[config.mk]
export PLATFORM = sky130hd
export DESIGN_NAME = usm_master
export DESIGN_NICKNAME = d
export VERILOG_FILES = /design/src/rtl/usm_master.v
export VERILOG_INCLUDE_DIRS = /design/src /design/src/rtl
export SDC_FILE = /design/constraint.sdc
export NUM_CORES = 1
export LEC_CHECK = 0
export ABC_AREA = 1
export ABC_CLOCK_PERIOD_IN_PS = 4270
export BUFFER_PORTS_ARGS = -buffer_cell sky130_fd_sc_hd__buf_2
export CAP_MARGIN = 25
export CORE_AREA = 3 3 266 268
export CTS_CLUSTER_DIAMETER = 80
export DETAILED_ROUTE_END_ITERATION = 12
export DIE_AREA = 0 0 269 271
export PLACE_DENSITY_LB_ADDON = 0.15
export SYNTH_ARGS = -nofsm -noshare
export SYNTH_HDL_FRONTEND = slang
export SYNTH_SLANG_ARGS = --single-unit
export TNS_END_PERCENT = 100
[constraint.sdc]
create_clock -name CLK -period 4.27 [get_ports CLK]
set_input_delay 0.2135 -clock CLK [delete_from_list [all_inputs] [get_ports CLK]]
set_output_delay 0.2135 -clock CLK [all_outputs]
set_load 0.1 [all_outputs]
[src/rtl/usm_defines.vh]
// Contract
// - Nothing starts until the enable bit is set.
// - A beat shifts from 1 up to 32 bits.
// - Per-entry length mode limits a beat to 1..24 bits.
// - Three independent active-low chip selects are driven.
// - Transmit and receive FIFOs hold 4 entries of 32 bits each.
// - Output edge and input sample edge are chosen independently.
// - Serial clock idle level is selectable high or low.
// - Shift-out and shift-in order selectable MSB or LSB first.
// - Select falls one and a half bit times before the first clock edge.
// - A half bit with still clock follows the last clock edge.
// - Optional extra half bit gives input a full bit time.
// - Select stays high one bit time plus 0..7 extra bit times.
// - Serial clock is system clock over 2*(speed+1).
// - Data out changes delayed by extra 0, 1, 4 or 7 cycles.
// - Two interrupt sources: transmit empty and idle.
// - Transmit-empty asserts once the last entry leaves the FIFO.
// - One received entry per transmitted entry, dropped while RX FIFO is full; no RX-full interrupt.
// - Idle needs empty TX FIFO, ended select-high time, data stored.
// - Bursts hold at most 32 bits; longer ones chain.
// - Hold address keeps select low; end address releases it.
// - Speed divider sits in control 0 bits 31:20.
// - Per-entry mode: bits 28:24 length, bits 23:0 data.
// - Extra select-high count sits in control 1 bits 10:8.
// - Each interrupt has its enable; line high while enabled cond holds.
`ifndef USM_DEFINES_VH
`define USM_DEFINES_VH

// ***************************************************
// Register byte addresses
// ***************************************************
`define USM_A_CNTL0 8'h00
`define USM_A_CNTL1 8'h04
`define USM_A_STAT 8'h08
`define USM_A_RXDATA 8'h0c
`define USM_A_TXEND 8'h10
`define USM_A_TXHOLD 8'h14

// ***************************************************
// Control 0 fields
// ***************************************************
`define USM_C0_SPEED 31:20
`define USM_C0_CS 19:17
`define USM_C0_POST 16
`define USM_C0_VCS 15
`define USM_C0_VW 14
`define USM_C0_HOLD 13:12
`define USM_C0_EN 11
`define USM_C0_INR 10
`define USM_C0_CLR 9
`define USM_C0_OUTR 8
`define USM_C0_INV 7
`define USM_C0_OMSB 6
`define USM_C0_LEN 5:0
`define USM_C0_RST 32'h000e0000

// ***************************************************
// Control 1 fields, status fields, TX word fields
// ***************************************************
`define USM_C1_CSHI 10:8
`define USM_C1_TXIE 7
`define USM_C1_DNIE 6
`define USM_C1_IMSB 1
`define USM_C1_MASK 32'h000007c2
`define USM_TX_CS 31:29
`define USM_TX_LEN 28:24
`define USM_TX_DATA 23:0
`define USM_ST_BUSY 0
`define USM_ST_TXE 1
`define USM_ST_TXF 2
`define USM_ST_RXE 3
`define USM_ST_RXF 4
`define USM_ST_TXLVL 10:8
`define USM_ST_RXLVL 14:12

// ***************************************************
// Sizes and counts
// ***************************************************
`define USM_DEPTH 4
`define USM_MAXLEN 6'd32
`define USM_VMAXLEN 6'd24
`define USM_VSHIFT 6'd8
`define USM_HOLD1 4'd1
`define USM_HOLD2 4'd4
`define USM_HOLD3 4'd7

`endif

[src/rtl/usm_master.v]
// Chosen here: register access over APB and the register addresses.
`timescale 1ns/10ps
`include "usm_defines.vh"

module usm_master (
  input wire CLK,
  input wire RST,
  input wire PSEL,
  input wire PENABLE,
  input wire PWRITE,
  input wire [7:0] PADDR,
  input wire [31:0] PWDATA,
  output reg [31:0] PRDATA,
  output reg PREADY,
  output reg PSLVERR,
  input wire MISO,
  output reg MOSI,
  output reg SERIAL_CLOCK_OUT,
  output reg [2:0] CS_N,
  output reg IRQ
);

  // ***************************************************
  // State codes
  // ***************************************************
  localparam [2:0] ST_IDLE = 3'd0;
  localparam [2:0] ST_SETUP = 3'd1;
  localparam [2:0] ST_SHIFT = 3'd2;
  localparam [2:0] ST_TAIL = 3'd3;
  localparam [2:0] ST_CSHI = 3'd4;

  reg [31:0] cntl0_q;
  reg [31:0] cntl1_q;
  reg [32:0] tx_mem [0:`USM_DEPTH-1];
  reg [31:0] rx_mem [0:`USM_DEPTH-1];
  reg [1:0] tx_wp_q, tx_rp_q, rx_wp_q, rx_rp_q;
  reg [2:0] tx_cnt_q, rx_cnt_q;
  reg [2:0] state_q;
  reg [11:0] div_q;
  reg [6:0] ph_q;
  reg [31:0] tsr_q;
  reg [31:0] rsr_q;
  reg [5:0] len_q;
  reg [2:0] cs_q;
  reg keep_q;
  reg first_in_q;
  reg pend_q;
  reg [3:0] hcnt_q;

  // ***************************************************
  // Bus decode
  // ***************************************************
  wire acc = PSEL & PENABLE & PREADY;
  wire wr = acc & PWRITE;
  wire rd = acc & ~PWRITE;
  wire known = (PADDR == `USM_A_CNTL0) | (PADDR == `USM_A_CNTL1) |
               (PADDR == `USM_A_STAT) | (PADDR == `USM_A_RXDATA) |
               (PADDR == `USM_A_TXEND) | (PADDR == `USM_A_TXHOLD);
  wire clr = cntl0_q[`USM_C0_CLR];
  wire tx_full = (tx_cnt_q == `USM_DEPTH);
  wire tx_empty = (tx_cnt_q == 3'd0);
  wire rx_full = (rx_cnt_q == `USM_DEPTH);
  wire rx_empty = (rx_cnt_q == 3'd0);
  wire tx_push = wr & ~tx_full &
                 ((PADDR == `USM_A_TXEND) | (PADDR == `USM_A_TXHOLD));
  wire rx_pop = rd & ~rx_empty & (PADDR == `USM_A_RXDATA);

  // ***************************************************
  // Timing helpers
  // ***************************************************
  wire [11:0] speed = cntl0_q[`USM_C0_SPEED];
  wire tick = (state_q != ST_IDLE) & (div_q == speed);
  wire lvl_new = ~SERIAL_CLOCK_OUT;
  wire out_edge = (lvl_new == cntl0_q[`USM_C0_OUTR]);
  wire in_edge = (lvl_new == cntl0_q[`USM_C0_INR]);
  wire post = cntl0_q[`USM_C0_POST];
  wire omsb = cntl0_q[`USM_C0_OMSB];
  wire imsb = cntl1_q[`USM_C1_IMSB];
  wire [6:0] shift_halves = {len_q, 1'b0};
  wire [6:0] tail_halves = post ? 7'd2 : 7'd1;
  wire [6:0] cshi_halves = {3'd0, cntl1_q[`USM_C1_CSHI], 1'b0} +
                           7'd2;
  wire [31:0] rx_next = imsb ? {rsr_q[30:0], MISO} : {MISO, rsr_q[31:1]};
  wire [31:0] rx_all = post ? rx_next : rsr_q;
  wire [5:0] rx_gap = `USM_MAXLEN - len_q;
  wire [31:0] rx_word = imsb ? rx_all : (rx_all >> rx_gap);
  wire [32:0] tx_head = tx_mem[tx_rp_q];

  // ***************************************************
  // Entry decode at start of a burst
  // ***************************************************
  reg [5:0] ld_len;
  reg [31:0] ld_data;
  reg [2:0] ld_cs;
  always @* begin
    ld_cs = cntl0_q[`USM_C0_CS];
    if (cntl0_q[`USM_C0_VW]) begin
      ld_len = {1'b0, tx_head[`USM_TX_LEN]};
      if (ld_len == 6'd0) begin
        ld_len = 6'd1;
      end
      if (ld_len > `USM_VMAXLEN) begin
        ld_len = `USM_VMAXLEN;
      end
      ld_data = {8'h00, tx_head[`USM_TX_DATA]};
      if (omsb) begin
        ld_data = ld_data << `USM_VSHIFT;
      end
      if (cntl0_q[`USM_C0_VCS]) begin
        ld_cs = tx_head[`USM_TX_CS];
      end
    end else begin
      ld_len = cntl0_q[`USM_C0_LEN];
      if (ld_len == 6'd0) begin
        ld_len = 6'd1;
      end
      if (ld_len > `USM_MAXLEN) begin
        ld_len = `USM_MAXLEN;
      end
      ld_data = tx_head[31:0];
      if (omsb) begin
        ld_data = tx_head[31:0] << (`USM_MAXLEN - ld_len);
      end
    end
  end

  wire start = (state_q == ST_IDLE) & cntl0_q[`USM_C0_EN] &
               ~tx_empty & ~clr;
  wire burst_end = (state_q == ST_TAIL) & tick &
                   (ph_q == tail_halves - 7'd1);

  // ***************************************************
  // Hold-time select
  // ***************************************************
  reg [3:0] hold;
  always @* begin
    case (cntl0_q[`USM_C0_HOLD])
      2'd1: hold = `USM_HOLD1;
      2'd2: hold = `USM_HOLD2;
      2'd3: hold = `USM_HOLD3;
      default: hold = 4'd0;
    endcase
  end

  // ***************************************************
  // APB registers and answer
  // ***************************************************
  always @(posedge CLK) begin
    if (RST) begin
      cntl0_q <= `USM_C0_RST;
      cntl1_q <= 32'h00000000;
      PREADY <= 1'b0;
      PSLVERR <= 1'b0;
      PRDATA <= 32'h00000000;
    end else begin
      PREADY <= PSEL & PENABLE & ~PREADY;
      PSLVERR <= PSEL & PENABLE & ~PREADY & ~known;
      if (wr & (PADDR == `USM_A_CNTL0)) begin
        cntl0_q <= PWDATA;
      end
      if (wr & (PADDR == `USM_A_CNTL1)) begin
        cntl1_q <= PWDATA & `USM_C1_MASK;
      end
      if (PSEL & PENABLE & ~PREADY & ~PWRITE) begin
        case (PADDR)
          `USM_A_CNTL0: PRDATA <= cntl0_q;
          `USM_A_CNTL1: PRDATA <= cntl1_q;
          `USM_A_STAT: begin
            PRDATA <= 32'h00000000;
            PRDATA[`USM_ST_BUSY] <= (state_q != ST_IDLE);
            PRDATA[`USM_ST_TXE] <= tx_empty;
            PRDATA[`USM_ST_TXF] <= tx_full;
            PRDATA[`USM_ST_RXE] <= rx_empty;
            PRDATA[`USM_ST_RXF] <= rx_full;
            PRDATA[`USM_ST_TXLVL] <= tx_cnt_q;
            PRDATA[`USM_ST_RXLVL] <= rx_cnt_q;
          end
          `USM_A_RXDATA: PRDATA <= rx_mem[rx_rp_q];
          default: PRDATA <= 32'h00000000;
        endcase
      end
    end
  end

  // ***************************************************
  // Transmit and receive FIFOs
  // ***************************************************
  always @(posedge CLK) begin
    if (RST | clr) begin
      tx_wp_q <= 2'd0;
      tx_rp_q <= 2'd0;
      tx_cnt_q <= 3'd0;
      rx_wp_q <= 2'd0;
      rx_rp_q <= 2'd0;
      rx_cnt_q <= 3'd0;
    end else begin
      // TX: write from bus, read at burst start
      if (tx_push) begin
        tx_mem[tx_wp_q] <= {PADDR == `USM_A_TXHOLD, PWDATA};
        tx_wp_q <= tx_wp_q + 2'd1;
      end
      if (start) begin
        tx_rp_q <= tx_rp_q + 2'd1;
      end
      tx_cnt_q <= tx_cnt_q + {2'd0, tx_push} - {2'd0, start};
      // RX: one entry per burst, dropped when full
      if (burst_end & ~rx_full) begin
        rx_mem[rx_wp_q] <= rx_word;
        rx_wp_q <= rx_wp_q + 2'd1;
      end
      if (rx_pop) begin
        rx_rp_q <= rx_rp_q + 2'd1;
      end
      rx_cnt_q <= rx_cnt_q + {2'd0, burst_end & ~rx_full} -
                  {2'd0, rx_pop};
    end
  end

  // ***************************************************
  // Serial engine
  // ***************************************************
  always @(posedge CLK) begin
    if (RST) begin
      state_q <= ST_IDLE;
      div_q <= 12'h000;
      ph_q <= 7'd0;
      tsr_q <= 32'h00000000;
      rsr_q <= 32'h00000000;
      len_q <= 6'd1;
      cs_q <= 3'b111;
      keep_q <= 1'b0;
      first_in_q <= 1'b0;
      pend_q <= 1'b0;
      hcnt_q <= 4'd0;
      CS_N <= 3'b111;
      MOSI <= 1'b0;
      SERIAL_CLOCK_OUT <= 1'b0;
    end else begin
      // Half-bit divider
      if (state_q == ST_IDLE | tick) begin
        div_q <= 12'h000;
      end else begin
        div_q <= div_q + 12'h001;
      end
      // Delayed data-out update
      if (hcnt_q != 4'd0) begin
        hcnt_q <= hcnt_q - 4'd1;
        if (hcnt_q == 4'd1) begin
          MOSI <= pend_q;
        end
      end
      case (state_q)
        ST_IDLE: begin
          SERIAL_CLOCK_OUT <= cntl0_q[`USM_C0_INV];
          if (start) begin
            len_q <= ld_len;
            tsr_q <= ld_data;
            rsr_q <= 32'h00000000;
            cs_q <= ld_cs;
            keep_q <= tx_head[32];
            CS_N <= ld_cs;
            MOSI <= omsb ? ld_data[31] : ld_data[0];
            first_in_q <= post;
            ph_q <= 7'd0;
            state_q <= ST_SETUP;
          end
        end
        ST_SETUP: begin
          if (tick) begin
            ph_q <= ph_q + 7'd1;
            if (ph_q == 7'd1) begin
              ph_q <= 7'd0;
              state_q <= ST_SHIFT;
            end
          end
        end
        ST_SHIFT: begin
          if (tick) begin
            SERIAL_CLOCK_OUT <= lvl_new;
            if (in_edge) begin
              if (first_in_q) begin
                first_in_q <= 1'b0;
              end else begin
                rsr_q <= rx_next;
              end
            end
            if (out_edge & (ph_q != 7'd0)) begin
              tsr_q <= omsb ? {tsr_q[30:0], 1'b0} : {1'b0, tsr_q[31:1]};
              if (hold == 4'd0) begin
                MOSI <= omsb ? tsr_q[30] : tsr_q[1];
              end else begin
                pend_q <= omsb ? tsr_q[30] : tsr_q[1];
                hcnt_q <= hold;
              end
            end
            ph_q <= ph_q + 7'd1;
            if (ph_q == shift_halves - 7'd1) begin
              ph_q <= 7'd0;
              state_q <= ST_TAIL;
            end
          end
        end
        ST_TAIL: begin
          if (tick) begin
            ph_q <= ph_q + 7'd1;
            if (burst_end) begin
              ph_q <= 7'd0;
              if (keep_q) begin
                state_q <= ST_IDLE;
              end else begin
                CS_N <= 3'b111;
                state_q <= ST_CSHI;
              end
            end
          end
        end
        ST_CSHI: begin
          CS_N <= 3'b111;
          if (tick) begin
            ph_q <= ph_q + 7'd1;
            if (ph_q == cshi_halves - 7'd1) begin
              ph_q <= 7'd0;
              state_q <= ST_IDLE;
            end
          end
        end
        default: begin
          state_q <= ST_IDLE;
          CS_N <= 3'b111;
        end
      endcase
    end
  end

  // ***************************************************
  // Interrupt line
  // ***************************************************
  always @(posedge CLK) begin
    if (RST) begin
      IRQ <= 1'b0;
    end else begin
      IRQ <= (cntl1_q[`USM_C1_TXIE] & tx_empty) |
             (cntl1_q[`USM_C1_DNIE] & tx_empty &
              (state_q == ST_IDLE));
    end
  end

endmodule

==> results.md <==
* Synth Area in XOR/XNOR at 0.6852%
* GRT Total Usage at 21.37%
* Peak VDD IR at 0.3764 mV
* Number of synthesized flops with an enable pin at 260
* Mapped Area at 23920 µm²
* Share of cells above drive strength 1 at 9.955%
* Clock sinks at 455
* Max Slew Vio Count at 0
* Setup violators final at 0
* Vias in the first global route at 19710
* CP Class: reg2reg
* Post-Syn Nets at 3075
* Post-DP Area at 25190 µm²
* Post-CTS Hold Fix Bufs at 34
* Total setup buffers inserted after CTS at 0
* Crit-path max cell delay at 0.74 ns
* Gpl congestion at 0.9231
* HPWL after detailed placement at 55040 µm
* DP Worst Slack at 0.9514 ns
* Drt total wl at 79370 µm
* Antenna violations before repair at 3
* Largest net degree at the start of global routing at 68
* I/O Buffers at 85
* First-pass GRT wire length at 120400 µm
* Wirelength per Cell at 19.72 µm
* Critical Path AT at 3.59 ns
* Antenna diode count at 0
* CP max stage cell: dfxtp_2
* Worst min-delay path class: in2reg
* Simple-gate share of the synthesized area at 24.09%
* Number of H-tree levels at 2
* Fin util at 39.71%
* Worst-Skew Late Latency at 0.61 ns
* Sequential share of the synthesized area at 48.96%
* Vias at 20920
* Async S/R FF share, synth at 0%
* PD cells at 415.9 nW/µm²
* Seq cells post-synth at 455
* NumNets Final at 3123
* Reg clk slew, reported paths at 0.06 ns
* Main combinational cell family by area after synthesis: simple AND/OR/NAND/NOR gates
* # rows at 96
* Nature of the critical path endpoint: register
* Worst-Margin Slew at 0.9467 ns
* Cell variety after synth at 62
* Drc violations at 0
* Total negative slack at 0 ns
* CTS max path bufs at 3
* Startpoint Class: register
* Fin crit period at 3.320 ns
* Ys flop type: edfxtp_1
* Final-report hold violation count at 0
* LEAKAGE at 10.31 nW
* DRT iter0 DRCs at 1687
* Period utilisation layout at 77.76%
* Clock skew at 0.02155 ns
* Area Overhead vs Synth at 13.86%
* Slew Limit Headroom at 36.80%
* Die ar. at 72900 µm²
* RSZ-0062 raised after global routing: no
* CTS tree: yes
* Vias per cell at 5.197
* Warnings, synthesis at 0
* Syn_area_per_cell at 7.958 µm²
* Critical path peak fanout at 35
* Die Span X at 269 µm
* Max Fclk at 0.3012 GHz
* Clk root buf: clkbuf_16
* Design area at 27240 µm²
* Worst EP required at 4.54 ns
* Die height at 271 µm
* Initial Util at 34.88%
* Dpl cells at 3899
* Outcome: complete, no violations
* PnR worst setup slack at 0.9496 ns
* Crit-path cells: inv_2 -> nand2_1 -> nand2_1 -> o21ai_0 -> o21ai_0 -> o21ai_0 -> mux2i_1 -> o21ai_0 -> o21ai_0
* Syn Inst Count at 3006
* Number of buffers created by CTS at 50
* Finished Layout Cells at 4025
* Max cap viols at 0
* Total congestion overflow at 0
* Core outline area at 68590 µm²
* Compound-cell area share of the yosys netlist at 16.06%
* Mux cell area share after synthesis at 1.690%
* Post_cts resized at 0
* ANT nets after route at 0
* Cell mode on critical path: o21ai_0
* Adder and majority gate portion of the synthesized area at 1.266%
* First drt pass iteration count at 6
* Io pins at 86
==> where the power goes <==
group | total, mW | internal [mW] | switching, mW | leakage (nW)
combinational | 1.86 | 0.575 | 1.29 | 5.62
clock | 4.47 | 2.63 | 1.84 | 0.809
sequential | 4.99 | 4.82 | 0.177 | 3.88
total | 11.3 | 8.02 | 3.31 | 10.3
==> critical path: cells and delay by family, from the launching register on <==
| kind | cells | cell delay [ns] |
|---|---|---|
| compound gates | 5 | 1.41 |
| mux | 1 | 0.17 |
| flops | 1 | 0.74 |
| buf+inv | 1 | 0.41 |
| simple gates | 2 | 0.22 |
==> layout make-up <==
| cell class | count | area (µm²) |
|---|---|---|
| inverter | 233 | 877.1 |
| clock inverter | 25 | 331.6 |
| multi-input combinational | 2136 | 10530 |
| tap | 931 | 1165 |
| timing repair buffer | 178 | 1244 |
| sequential | 455 | 11720 |
| clock buffer | 67 | 1370 |
| fill | 6970 | 41350 |
==> routing by layer <==
layer,vias up,part of all wire (%),GRT usage [%],routed length (µm)
met2,595,46,34.47,36420
met5,-,0,0,0
met3,133,5.2,2.846,4151
met1,9931,45,29.42,36080
li1,10260,-,-,-
met4,0,3.4,7.322,2718
==> cells in the mapped netlist (3+ instances only) <==
library cell | number | area share [%]
nor4_1 | 5 | 0.13
a221oi_1 | 9 | 0.33
mux2i_1 | 37 | 1.5
o211ai_1 | 31 | 0.97
o31ai_1 | 11 | 0.35
nor2_2 | 4 | 0.10
nand2_2 | 11 | 0.29
a211oi_1 | 8 | 0.25
inv_2 | 19 | 0.30
nor3b_1 | 3 | 0.094
o21ai_0 | 248 | 5.2
a31oi_1 | 17 | 0.44
buf_4 | 8 | 0.25
o22ai_1 | 36 | 0.94
o21a_1 | 13 | 0.41
xor2_1 | 12 | 0.44
edfxtp_1 | 260 | 33
ha_1 | 21 | 1.1
or2_1 | 7 | 0.18
nor2_1 | 173 | 2.7
clkbuf_1 | 104 | 1.6
buf_1 | 15 | 0.24
nor2_4 | 4 | 0.19
o21ai_2 | 7 | 0.26
buf_6 | 12 | 0.56
nand2_1 | 882 | 14
clkinv_1 | 4 | 0.063
and2_1 | 11 | 0.29
o21ai_1 | 62 | 1.3
a21oi_1 | 205 | 4.3
inv_1 | 209 | 3.3
or2_2 | 10 | 0.26
a21oi_2 | 3 | 0.11
dfxtp_1 | 195 | 16
o221ai_1 | 18 | 0.66
nor4_4 | 3 | 0.27
xnor2_1 | 3 | 0.11
o2111ai_1 | 3 | 0.11
nor3_1 | 12 | 0.25
nand4_1 | 16 | 0.42
buf_2 | 43 | 0.90
nand3_1 | 223 | 4.7
==> path summary, 6_finish.rpt <==
kind,startpoint,end,slack [ns],cells past startpoint
setup / recovery,cntl1_q[1],rx_mem[0][17],0.95,9
hold reg to reg,PRDATA[26],PRDATA[26],0.46,2
hold / removal,MISO,rsr_q[31],0.09,5
setup reg to reg,cntl1_q[1],rx_mem[0][17],0.95,9
==> cells in the final DEF (no fill, tap or decap), types with 58 or more instances in the layout <==
cell type  count
nand2_1      882
edfxtp_1     260
o21ai_0      248
nand3_1      223
inv_1        208
a21oi_1      205
dfxtp_1      191
nor2_1       163
buf_2         84
o21ai_1       62
buf_4         58
==> registers in the layout, summed over array words and instances, names as in the netlist, 7 cells and up, named ones only <==
| register | cells |
|---|---|
| tx_mem | 132 |
| rx_mem | 128 |
| div_q | 12 |
| PRDATA | 32 |
| cntl0_q | 32 |
| ph_q | 7 |
| rsr_q | 32 |
| tsr_q | 32 |
==> cells by family (layout without fill, tap and decap cells) <==
kind of cell | Yosys count | count (layout)
flip-flops | 455 | 455
buffers and inverters | 415 | 503
AO/OA/AOI/OAI | 683 | 683
adder cells (fa/ha/maj) | 23 | 23
multiplexers | 39 | 39
AND/OR/NAND/NOR | 1374 | 1374
XOR/XNOR | 17 | 17
==> metrics by stage <==
stage          hold WS, ns  power [mW]
3_3_place_gp        0.4489       6.903
5_1_grt             0.1105       11.90
2_1_floorplan       0.3124       6.456
6_report           0.08747       11.33
4_1_cts            0.05181       11.46
3_5_place_dp        0.4538       6.925
Note: power is estimated with default switching activity, not from simulation.
